===== src/smbas_pkg.sv =====
// Constants and types for the SMBus acknowledge and status block.
// Assumes a 32-bit AXI4-Lite bus; each register is one aligned word.
package smbas_pkg;
    localparam logic [7:0] OFS_CTRL    = 8'h00;
    localparam logic [7:0] OFS_DATA    = 8'h04;
    localparam logic [7:0] OFS_OWN     = 8'h08;
    localparam logic [7:0] OFS_MASK    = 8'h0C;
    localparam logic [7:0] OFS_ISTAT   = 8'h10;
    localparam logic [7:0] OFS_ICLR    = 8'h14;
    localparam logic [7:0] OFS_IEN     = 8'h18;
    localparam logic [1:0] RESP_OKAY   = 2'h0;
    localparam logic [1:0] RESP_SLVERR = 2'h2;
    localparam logic [3:0] BYTE_BITS   = 4'h8;
    localparam logic [7:0] CTRL_RESET  = 8'h00;
    localparam logic [7:0] OWN_RESET   = 8'h00;
    localparam logic [7:0] MASK_RESET  = 8'hFE;
    localparam logic [2:0] IEN_RESET   = 3'h0;
    localparam logic [3:0] VEC_ADDR    = 4'h2;
    localparam logic [3:0] VEC_STOP    = 4'h1;
    localparam logic [3:0] VEC_TX_BYTE = 4'h4;

    typedef struct packed {
        logic master;
        logic transmit_direction;
        logic begin_condition_flag;
        logic end_condition_flag;
        logic ack_request;
        logic arbitration_lost;
        logic ack;
        logic irq_flag;
    } smbas_ctrl_t;

    typedef struct packed {
        logic [6:0] compare;
        logic       hw_ack_enable;
    } smbas_mask_t;

    typedef struct packed {
        logic arb;
        logic stop;
        logic byte_done;
    } smbas_ev_t;

    typedef enum logic [2:0] {
        S_IGNORE, S_ADDR, S_ADDR_ACK, S_RX, S_RX_ACK, S_TX, S_TX_ACK
    } smbas_state_t;
endpackage


===== src/smbas_top.sv =====
// SMBus slave acknowledge generation and status vector, AXI4-Lite regs.
// Assumes open-drain SCL/SDA resolved outside; pins are asynchronous.
//
// Notes on behaviour
// - Writing ACK sets the value sent; reading while sending returns received ACK.
// - Software mode raises ack_request on every received byte.
// - ACK must be written before irq_flag clears; otherwise a NACK goes out.
// - A write to ACK shows on SDA at once; SCL stays low meanwhile.
// - A software NACKed address makes the slave deaf until next START.
// - hw_ack_enable set turns on automatic address match and acknowledge.
// - Hardware mode drives the current ACK bit on each received data byte.
// - ack_request stays clear in hardware acknowledge mode.
// - Hardware NACKed address: deaf until START, no interrupt raised.
// - Vector 0010 without ack_request reports a received slave address.
// - Vector 0010 with arbitration lost: reschedule via begin flag, expect 1110; here the master bit always reads 0, so 1110 never appears.
// - Vector 0001 reports STOP while addressed; firmware clears end flag.
// - Vector 0000 reports a received data byte; firmware sets next ACK.
// - Arbitration loss vectors 0010, 0001, 0000; abort or reschedule.
// - Arbitration lost during STOP needs no firmware response.
// - Status vector is master, direction, begin flag, end flag, high first.
// - While irq_flag is set, SCL is held low.
// - Clearing irq_flag also clears arbitration_lost.
`timescale 1ns/10ps
module smbas_top (
    input  wire logic        aclk,
    input  wire logic        aresetn,
    input  wire logic [7:0]  awaddr,
    input  wire logic        awvalid,
    output logic             awready,
    input  wire logic [31:0] wdata,
    input  wire logic [3:0]  wstrb,
    input  wire logic        wvalid,
    output logic             wready,
    output logic [1:0]       bresp,
    output logic             bvalid,
    input  wire logic        bready,
    input  wire logic [7:0]  araddr,
    input  wire logic        arvalid,
    output logic             arready,
    output logic [31:0]      rdata,
    output logic [1:0]       rresp,
    output logic             rvalid,
    input  wire logic        rready,
    input  wire logic        scl_i,
    output logic             scl_o,
    output logic             scl_oe,
    input  wire logic        sda_i,
    output logic             sda_o,
    output logic             sda_oe,
    output logic             irq
);
    smbas_pkg::smbas_ctrl_t  ctrl;
    smbas_pkg::smbas_mask_t  mask_reg;
    smbas_pkg::smbas_ev_t    ev_status;
    smbas_pkg::smbas_ev_t    ev_enable;
    smbas_pkg::smbas_state_t state;
    smbas_pkg::smbas_state_t next_state;
    logic [7:0]  own_addr;
    logic [7:0]  data_rx;
    logic [7:0]  data_tx;
    logic [7:0]  shifter;
    logic [3:0]  bit_cnt;
    logic        rd_dir;
    logic        addressed;
    logic [1:0]  scl_sync;
    logic [1:0]  sda_sync;
    logic        scl_prev;
    logic        sda_prev;
    logic        aw_held;
    logic        w_held;
    logic [7:0]  aw_addr_q;
    logic [7:0]  w_byte_q;
    logic        w_lane_q;

    // Pin synchronisers: stage 0 is read only by stage 1
    always_ff @(posedge aclk) begin
        if (!aresetn) begin
            scl_sync <= 2'h3;
            sda_sync <= 2'h3;
            scl_prev <= 1'b1;
            sda_prev <= 1'b1;
        end else begin
            scl_sync <= {scl_sync[0], scl_i};
            sda_sync <= {sda_sync[0], sda_i};
            scl_prev <= scl_sync[1];
            sda_prev <= sda_sync[1];
        end
    end

    wire scl_lvl   = scl_sync[1];
    wire sda_lvl   = sda_sync[1];
    wire scl_rise  = scl_lvl & ~scl_prev;
    wire scl_fall  = ~scl_lvl & scl_prev;
    wire start_det = scl_lvl & scl_prev & sda_prev & ~sda_lvl;
    wire stop_det  = scl_lvl & scl_prev & ~sda_prev & sda_lvl;
    wire hw        = mask_reg.hw_ack_enable;
    wire byte_end  = scl_fall & (bit_cnt == smbas_pkg::BYTE_BITS);
    wire addr_match =
        ((shifter[7:1] ^ own_addr[7:1]) & mask_reg.compare) == 7'h00;
    // Hardware mode always acknowledges a matched address
    wire ack_drv = (state == smbas_pkg::S_ADDR_ACK && hw) ? 1'b1 : ctrl.ack;

    // Register write path: address and data accepted in either order
    wire do_write = aw_held & w_held & ~bvalid;
    wire wr_en    = do_write & w_lane_q;
    wire wr_ctrl  = wr_en & (aw_addr_q == smbas_pkg::OFS_CTRL);
    wire irq_clr  = wr_ctrl & ~w_byte_q[0] & ctrl.irq_flag;
    wire wr_hit   = aw_addr_q == smbas_pkg::OFS_CTRL
                  | aw_addr_q == smbas_pkg::OFS_DATA
                  | aw_addr_q == smbas_pkg::OFS_OWN
                  | aw_addr_q == smbas_pkg::OFS_MASK
                  | aw_addr_q == smbas_pkg::OFS_ICLR
                  | aw_addr_q == smbas_pkg::OFS_IEN;

    always_ff @(posedge aclk) begin
        if (!aresetn) begin
            aw_held   <= 1'b0;
            w_held    <= 1'b0;
            awready   <= 1'b0;
            wready    <= 1'b0;
            aw_addr_q <= 8'h00;
            w_byte_q  <= 8'h00;
            w_lane_q  <= 1'b0;
        end else begin
            awready <= do_write | ~(aw_held | (awvalid & awready));
            wready  <= do_write | ~(w_held | (wvalid & wready));
            if (awvalid && awready) begin
                aw_held   <= 1'b1;
                aw_addr_q <= awaddr;
            end else if (do_write) begin
                aw_held <= 1'b0;
            end
            if (wvalid && wready) begin
                w_held   <= 1'b1;
                w_byte_q <= wdata[7:0];
                w_lane_q <= wstrb[0];
            end else if (do_write) begin
                w_held <= 1'b0;
            end
        end
    end

    always_ff @(posedge aclk) begin
        if (!aresetn) begin
            bvalid <= 1'b0;
            bresp  <= smbas_pkg::RESP_OKAY;
        end else if (do_write) begin
            bvalid <= 1'b1;
            bresp  <= wr_hit ? smbas_pkg::RESP_OKAY
                             : smbas_pkg::RESP_SLVERR;
        end else if (bready) begin
            bvalid <= 1'b0;
        end
    end

    // Read path: one outstanding read, answered the cycle after it is taken
    logic [7:0] rd_byte;
    logic       rd_hit;
    always_comb begin
        rd_byte = 8'h00;
        rd_hit  = 1'b1;
        unique case (araddr)
            smbas_pkg::OFS_CTRL:  rd_byte = ctrl;
            smbas_pkg::OFS_DATA:  rd_byte = data_rx;
            smbas_pkg::OFS_OWN:   rd_byte = own_addr;
            smbas_pkg::OFS_MASK:  rd_byte = mask_reg;
            smbas_pkg::OFS_ISTAT: rd_byte = {5'h00, ev_status};
            smbas_pkg::OFS_IEN:   rd_byte = {5'h00, ev_enable};
            smbas_pkg::OFS_ICLR:  rd_byte = 8'h00;
            default:              rd_hit  = 1'b0;
        endcase
    end

    wire rd_take = arvalid & arready;
    always_ff @(posedge aclk) begin
        if (!aresetn) begin
            arready <= 1'b0;
            rvalid  <= 1'b0;
            rdata   <= 32'h0000_0000;
            rresp   <= smbas_pkg::RESP_OKAY;
        end else begin
            arready <= ~(rd_take | (rvalid & ~rready));
            if (rd_take) begin
                rvalid <= 1'b1;
                rdata  <= {24'h00_0000, rd_byte};
                rresp  <= rd_hit ? smbas_pkg::RESP_OKAY
                                 : smbas_pkg::RESP_SLVERR;
            end else if (rready) begin
                rvalid <= 1'b0;
            end
        end
    end

    // Configuration registers
    always_ff @(posedge aclk) begin
        if (!aresetn) begin
            own_addr  <= smbas_pkg::OWN_RESET;
            mask_reg  <= smbas_pkg::MASK_RESET;
            ev_enable <= smbas_pkg::IEN_RESET;
            data_tx   <= 8'h00;
        end else if (wr_en) begin
            if (aw_addr_q == smbas_pkg::OFS_OWN)
                own_addr <= w_byte_q;
            if (aw_addr_q == smbas_pkg::OFS_MASK)
                mask_reg <= w_byte_q;
            if (aw_addr_q == smbas_pkg::OFS_IEN)
                ev_enable <= w_byte_q[2:0];
            if (aw_addr_q == smbas_pkg::OFS_DATA)
                data_tx <= w_byte_q;
        end
    end

    // Bus events decided from the current state and the line edges
    logic ev_irq;
    logic ev_ackreq;
    logic ev_arb;
    logic ev_stop;
    logic ev_ack_rx;
    always_comb begin
        next_state = state;
        ev_irq     = 1'b0;
        ev_ackreq  = 1'b0;
        ev_arb     = 1'b0;
        ev_stop    = 1'b0;
        ev_ack_rx  = 1'b0;
        if (start_det) begin
            next_state = smbas_pkg::S_ADDR;
        end else if (stop_det) begin
            next_state = smbas_pkg::S_IGNORE;
            ev_stop    = addressed;
            ev_irq     = addressed;
        end else begin
            unique case (state)
                smbas_pkg::S_ADDR, smbas_pkg::S_RX: begin
                    if (byte_end) begin
                        if (state == smbas_pkg::S_ADDR && hw && !addr_match)
                            next_state = smbas_pkg::S_IGNORE;
                        else if (state == smbas_pkg::S_ADDR)
                            next_state = smbas_pkg::S_ADDR_ACK;
                        else
                            next_state = smbas_pkg::S_RX_ACK;
                        if (!hw && next_state != smbas_pkg::S_IGNORE) begin
                            ev_irq    = 1'b1;
                            ev_ackreq = 1'b1;
                        end
                    end
                end
                smbas_pkg::S_ADDR_ACK, smbas_pkg::S_RX_ACK: begin
                    if (scl_fall) begin
                        // Hardware mode reports only after the ACK bit
                        ev_irq = hw;
                        if (!ack_drv)
                            next_state = smbas_pkg::S_IGNORE;
                        else if (state == smbas_pkg::S_ADDR_ACK && rd_dir)
                            next_state = smbas_pkg::S_TX;
                        else
                            next_state = smbas_pkg::S_RX;
                    end
                end
                smbas_pkg::S_TX: begin
                    // Released for a one but line low: a bus error as slave
                    if (scl_rise && shifter[7] && !sda_lvl) begin
                        ev_arb     = 1'b1;
                        ev_irq     = 1'b1;
                        next_state = smbas_pkg::S_IGNORE;
                    end else if (byte_end) begin
                        next_state = smbas_pkg::S_TX_ACK;
                    end
                end
                smbas_pkg::S_TX_ACK: begin
                    ev_ack_rx = scl_rise;
                    if (scl_fall) begin
                        ev_irq     = 1'b1;
                        next_state = ctrl.ack ? smbas_pkg::S_TX
                                              : smbas_pkg::S_IGNORE;
                    end
                end
                smbas_pkg::S_IGNORE: begin
                    next_state = smbas_pkg::S_IGNORE;
                end
            endcase
        end
    end

    // Transfer engine
    always_ff @(posedge aclk) begin
        if (!aresetn) begin
            state     <= smbas_pkg::S_IGNORE;
            bit_cnt   <= 4'h0;
            shifter   <= 8'h00;
            rd_dir    <= 1'b0;
            addressed <= 1'b0;
            data_rx   <= 8'h00;
        end else begin
            state <= next_state;
            if (next_state != state)
                bit_cnt <= 4'h0;
            else if (scl_rise)
                bit_cnt <= bit_cnt + 4'h1;
            if (next_state == smbas_pkg::S_TX && state != smbas_pkg::S_TX)
                shifter <= data_tx;
            else if (state == smbas_pkg::S_TX && bit_cnt == 4'h0
                     && ctrl.irq_flag)
                shifter <= data_tx;
            else if (scl_rise && state == smbas_pkg::S_TX)
                shifter <= {shifter[6:0], 1'b0};
            else if (scl_rise && (state == smbas_pkg::S_ADDR
                                  || state == smbas_pkg::S_RX))
                shifter <= {shifter[6:0], sda_lvl};
            if (byte_end && state == smbas_pkg::S_ADDR)
                rd_dir <= shifter[0];
            if (byte_end && state == smbas_pkg::S_RX)
                data_rx <= shifter;
            if (start_det || stop_det)
                addressed <= 1'b0;
            else if (state == smbas_pkg::S_ADDR_ACK && scl_fall && ack_drv)
                addressed <= 1'b1;
        end
    end

    // Control and status register; hardware sets win over software clears
    always_ff @(posedge aclk) begin
        if (!aresetn) begin
            ctrl <= smbas_pkg::CTRL_RESET;
        end else begin
            if (wr_ctrl) begin
                ctrl.begin_condition_flag <= w_byte_q[5];
                ctrl.end_condition_flag   <= w_byte_q[4];
                ctrl.ack                  <= w_byte_q[1];
                ctrl.irq_flag <= ctrl.irq_flag & w_byte_q[0];
            end
            if (irq_clr) begin
                ctrl.arbitration_lost <= 1'b0;
                ctrl.ack_request      <= 1'b0;
            end
            if (start_det)
                ctrl.begin_condition_flag <= 1'b1;
            // A STOP must read 0001 even after a transmitted byte
            if (start_det || stop_det)
                ctrl.transmit_direction <= 1'b0;
            else if (state == smbas_pkg::S_TX && scl_rise)
                ctrl.transmit_direction <= 1'b1;
            if (ev_stop)
                ctrl.end_condition_flag <= 1'b1;
            if (ev_irq)
                ctrl.irq_flag <= 1'b1;
            if (ev_arb)
                ctrl.arbitration_lost <= 1'b1;
            // Default to NACK until firmware writes the bit
            if (ev_ackreq)
                ctrl.ack <= 1'b0;
            if (ev_ack_rx)
                ctrl.ack <= ~sda_lvl;
            if (hw)
                ctrl.ack_request <= 1'b0;
            else if (ev_ackreq)
                ctrl.ack_request <= 1'b1;
            // No master engine here, so the master bit reads zero
            ctrl.master <= 1'b0;
        end
    end

    // Sticky event status, write-one-to-clear register, enabled level irq
    always_ff @(posedge aclk) begin
        if (!aresetn) begin
            ev_status <= 3'h0;
            irq       <= 1'b0;
        end else begin
            if (wr_en && aw_addr_q == smbas_pkg::OFS_ICLR)
                ev_status <= ev_status & ~w_byte_q[2:0] | {ev_arb, ev_stop,
                             ev_irq & ~ev_arb & ~ev_stop};
            else
                ev_status <= ev_status | {ev_arb, ev_stop,
                             ev_irq & ~ev_arb & ~ev_stop};
            irq <= |(ev_status & ev_enable);
        end
    end

    // Line drivers; SDA only changes while SCL is low
    always_ff @(posedge aclk) begin
        if (!aresetn) begin
            sda_oe <= 1'b0;
            scl_oe <= 1'b0;
            scl_o  <= 1'b0;
            sda_o  <= 1'b0;
        end else begin
            scl_oe <= ctrl.irq_flag;
            if (state == smbas_pkg::S_ADDR_ACK
                || state == smbas_pkg::S_RX_ACK)
                sda_oe <= ack_drv;
            else if (state == smbas_pkg::S_TX) begin
                if (!scl_lvl && !ctrl.irq_flag
                    && bit_cnt != smbas_pkg::BYTE_BITS)
                    sda_oe <= ~shifter[7];
            end else
                sda_oe <= 1'b0;
        end
    end
endmodule // smbas_top


===== config.mk =====
export PLATFORM = sky130hd
export DESIGN_NAME = smbas_top
export DESIGN_NICKNAME = d
export VERILOG_FILES = /design/src/smbas_pkg.sv /design/src/smbas_top.sv
export SDC_FILE = /design/constraint.sdc
export NUM_CORES = 1
export LEC_CHECK = 0
export ABC_AREA = 1
export BUFFER_PORTS_ARGS = -buffer_cell sky130_fd_sc_hd__buf_2
export CORE_MARGIN = 2
export CORE_UTILIZATION = 55
export DETAILED_ROUTE_END_ITERATION = 7
export PLACE_DENSITY = 0.84
export SYNTH_ARGS = -nofsm -noshare
export SYNTH_HDL_FRONTEND = slang
export SYNTH_SLANG_ARGS = --single-unit

===== constraint.sdc =====
create_clock -name aclk -period 2.23 [get_ports aclk]
set_clock_uncertainty 0.2 [all_clocks]
set_input_delay 0.223 -clock aclk [delete_from_list [all_inputs] [get_ports aclk]]
set_output_delay 0.223 -clock aclk [all_outputs]
set_load 0.01 [all_outputs]

==> flow_metrics.tcl <==
set metrics [dict create \
    status "finished, final reports clean" \
    clkSinkCount 105 \
    io_pins 107 \
    finalHoldViolations 0 \
    crit_path_max_fanout 6 \
    yosys-top-cells-area "dfxtp_1 42%, nand2_1 9.6%, a21oi_1 8.5%, o21ai_0 6.0%, inv_1 5.4%" \
    syn_area_sq_mm 0.004972 \
    yosysUniqueCellTypes 43 \
    place_area_sq_mm 0.005398 \
    seq_area_frac_synth_pct 42.27 \
    slew_viol_final 0 \
    synth_warnings 0 \
    reg2reg_slack_ns 0.02 \
    place.gp.congestion 0.9043 \
    synthArstFlopShare_pct 0 \
    cp.arrival_ns 2.27 \
    required_ns 2.29 \
    final_layout_size_suffix_gt1_share_pct 21.57 \
    setup_viol 0 \
    drc 0 \
    clk_pin_slew_worst_paths_ns 0.11 \
    antenna_found_initial 0 \
    antennaDiodeCount 0 \
    grt-ovfl-total 0 \
    grt_use_total_pct 27.49 \
    vias 4971 \
    ant_nets 0 \
    htreeDepth 3 \
    synth-seq-cells 105 \
    grt_setup_unrepaired "yes" \
    fp-row-count 34 \
    vias_per_cell 5.548 \
    grt_pass1_wl_mm 21.70 \
    grt_pass1_vias 4599 \
    synthTopCellsByCount "127 x nand2_1, 105 x dfxtp_1, 84 x a21oi_1" \
    path_buf_inv 5 \
    core_area_sq_mm 0.008763 \
    synthFlopType "dfxtp_1" \
    tritoncts "yes" \
    clock_latency_ns 0.38 \
    fp.dieW_um 99.08 \
    holdWs_ns 0.07469 \
    syn_area_per_cell_sq_um 7.301 \
    clockBufferDepth 2 \
    synth-edff-count 0 \
    hpwl_mm 9.256 \
    routed_wl_mm 13.34 \
    initial_core_util_pct 56.74 \
    synth_top_cell_by_area "dfxtp_1" \
    p_leak_nw 2.682 \
    crit_type "reg2reg" \
    fillCellCount 693 \
    timing.critical_path.mode_cell "inv_2" \
    max_stage_delay_ns 0.35 \
    post-route-period-util_pct 99.04 \
    slew_headroom_pct 63.63 \
    die_h_um 99.08 \
    cts_made_buffers 9 \
    synthCells 681 \
    fin_area_sq_mm 0.006057 \
    syn_to_final_growth_pct 21.82 \
    fin_nets 846 \
    endpoint_kind "flop" \
    crit_family "simple AND/OR/NAND/NOR gates" \
    grt_max_degree 47 \
    synth_most_common_cell "nand2_1" \
    dr.pass1.iters 7 \
    max_cap_viol_count 0 \
    io_buffers 51 \
    synth_top_area_share_pct 42.27 \
    ir_drop_uv 520.9 \
    die_area_sq_mm 0.009817 \
    min_period_ns 2.209 \
    slowest_stage "dfxtp_2" \
    path_cells "inv_2, ha_4, inv_2, nor2_1, nand2_1, nor2_4, inv_2, nand3_2, nand3_2, inv_2, nand2_4, nor2_8, nand2_8, buf_12, nand2_8, nand2_1, nand2_1, a21oi_1" \
    first_iter_violations 386 \
    drt-wirelength-per-cell_um 14.89 \
    max_freq_ghz 0.4528 \
    cts_root_buffer "clkbuf_8" \
    p_per_area_mw_per_mm2 590.8 \
    critPathLaunchType "flop" \
    tightestPinTransition_ns 0.5440 \
    hold_class "in2reg" \
]
area by class of cell:
class                      count  area [sq um]  share of cell area, %
clock buffer                   9         123.9                  2.045
tap                          108         135.1                  2.231
timing repair buffer         112         817.0                  13.49
multi-input combinational    476          2481                  40.96
inverter                      79         296.5                  4.896
clock inverter                 7         95.09                  1.570
sequential                   105          2108                  34.81
logic make-up after synthesis:
| logic type | Yosys count | share of synthesized area, % |
|---|---|---|
| and+or+nand+nor | 271 | 25.87 |
| adders and majority gates | 2 | 0.5032 |
| DFF | 105 | 42.27 |
| other | 1 | 0.07542 |
| buffers and inverters | 127 | 11.88 |
| xor gates and xnor gates | 2 | 0.3524 |
| AOI/OAI and AO/OA | 173 | 19.05 |
layout by cell type (no fill, tap or decap), drive strengths merged, types with 3 or more instances in the layout:
cell type | netlist | final
a21oi | 86 | 86
inv | 78 | 82
conb | 1 | 28
o211ai | 9 | 9
buf | 32 | 90
or2 | 4 | 4
o2111ai | 4 | 4
nand3 | 40 | 40
dlygate4sd3 | 0 | 22
clkinv | 1 | 3
o21ai | 64 | 64
nand4 | 15 | 15
nor2 | 58 | 58
nand2 | 140 | 140
dfxtp | 105 | 105
clkbuf | 16 | 9
nor3 | 9 | 9
nor4 | 3 | 3
worst reg2reg max path, cell delays in order (launching register included):
cell	delay, ns
dfxtp_2	0.35
inv_2	0.07
ha_4	0.13
inv_2	0.03
nor2_1	0.09
nand2_1	0.10
nor2_4	0.17
inv_2	0.08
nand3_2	0.06
nand3_2	0.06
inv_2	0.07
nand2_4	0.07
nor2_8	0.14
nand2_8	0.09
buf_12	0.14
nand2_8	0.07
nand2_1	0.05
nand2_1	0.06
a21oi_1	0.06
worst paths after layout:
path,cells after the start,start,endpoint
setup / recovery,18,bit_cnt[1],shifter[0]
hold / removal,3,aresetn,scl_oe
setup reg to reg,18,bit_cnt[1],shifter[0]
hold reg to reg,1,scl_sync[0],scl_sync[1]
through the flow:
stage,std cells,setup WS [ns],TNS (ns),total power (W),utilization [%]
global route,896,-0.1118,-0.9162,0.003702,69.12
finish,896,0.02130,0,0.003579,69.12
CTS,884,0.03097,0,0.003568,66.66
global placement,846,0.06066,0,0.002276,61.59
detailed placement,846,0.01993,0,0.002288,61.59
floorplan,708,0.1733,0,0.002212,-
metal layers:
metal	up-vias	track usage, %	share of wire (%)
met5	-	0	0
met1	2303	34.97	42
met3	28	5.035	7.3
met2	230	46.47	48
li1	2410	-	-
met4	0	10.43	2.5
power by group:
| group | switching (W) | internal [W] |
|---|---|---|
| Combinational | 0.000206 | 0.000131 |
| Sequential | 0.0000377 | 0.00192 |
| Clock | 0.000729 | 0.000555 |
| Total | 0.000973 | 0.00261 |
repair_timing:
action                     CTS  global route
pin swaps                    0            17
setup buffers                0            13
hold endpoints to repair    22             0
hold buffers                22             0
gates resized for setup      1            38
gates cloned                 0             0
setup endpoints to repair    1            13
Power figures use the tool's default switching activity.
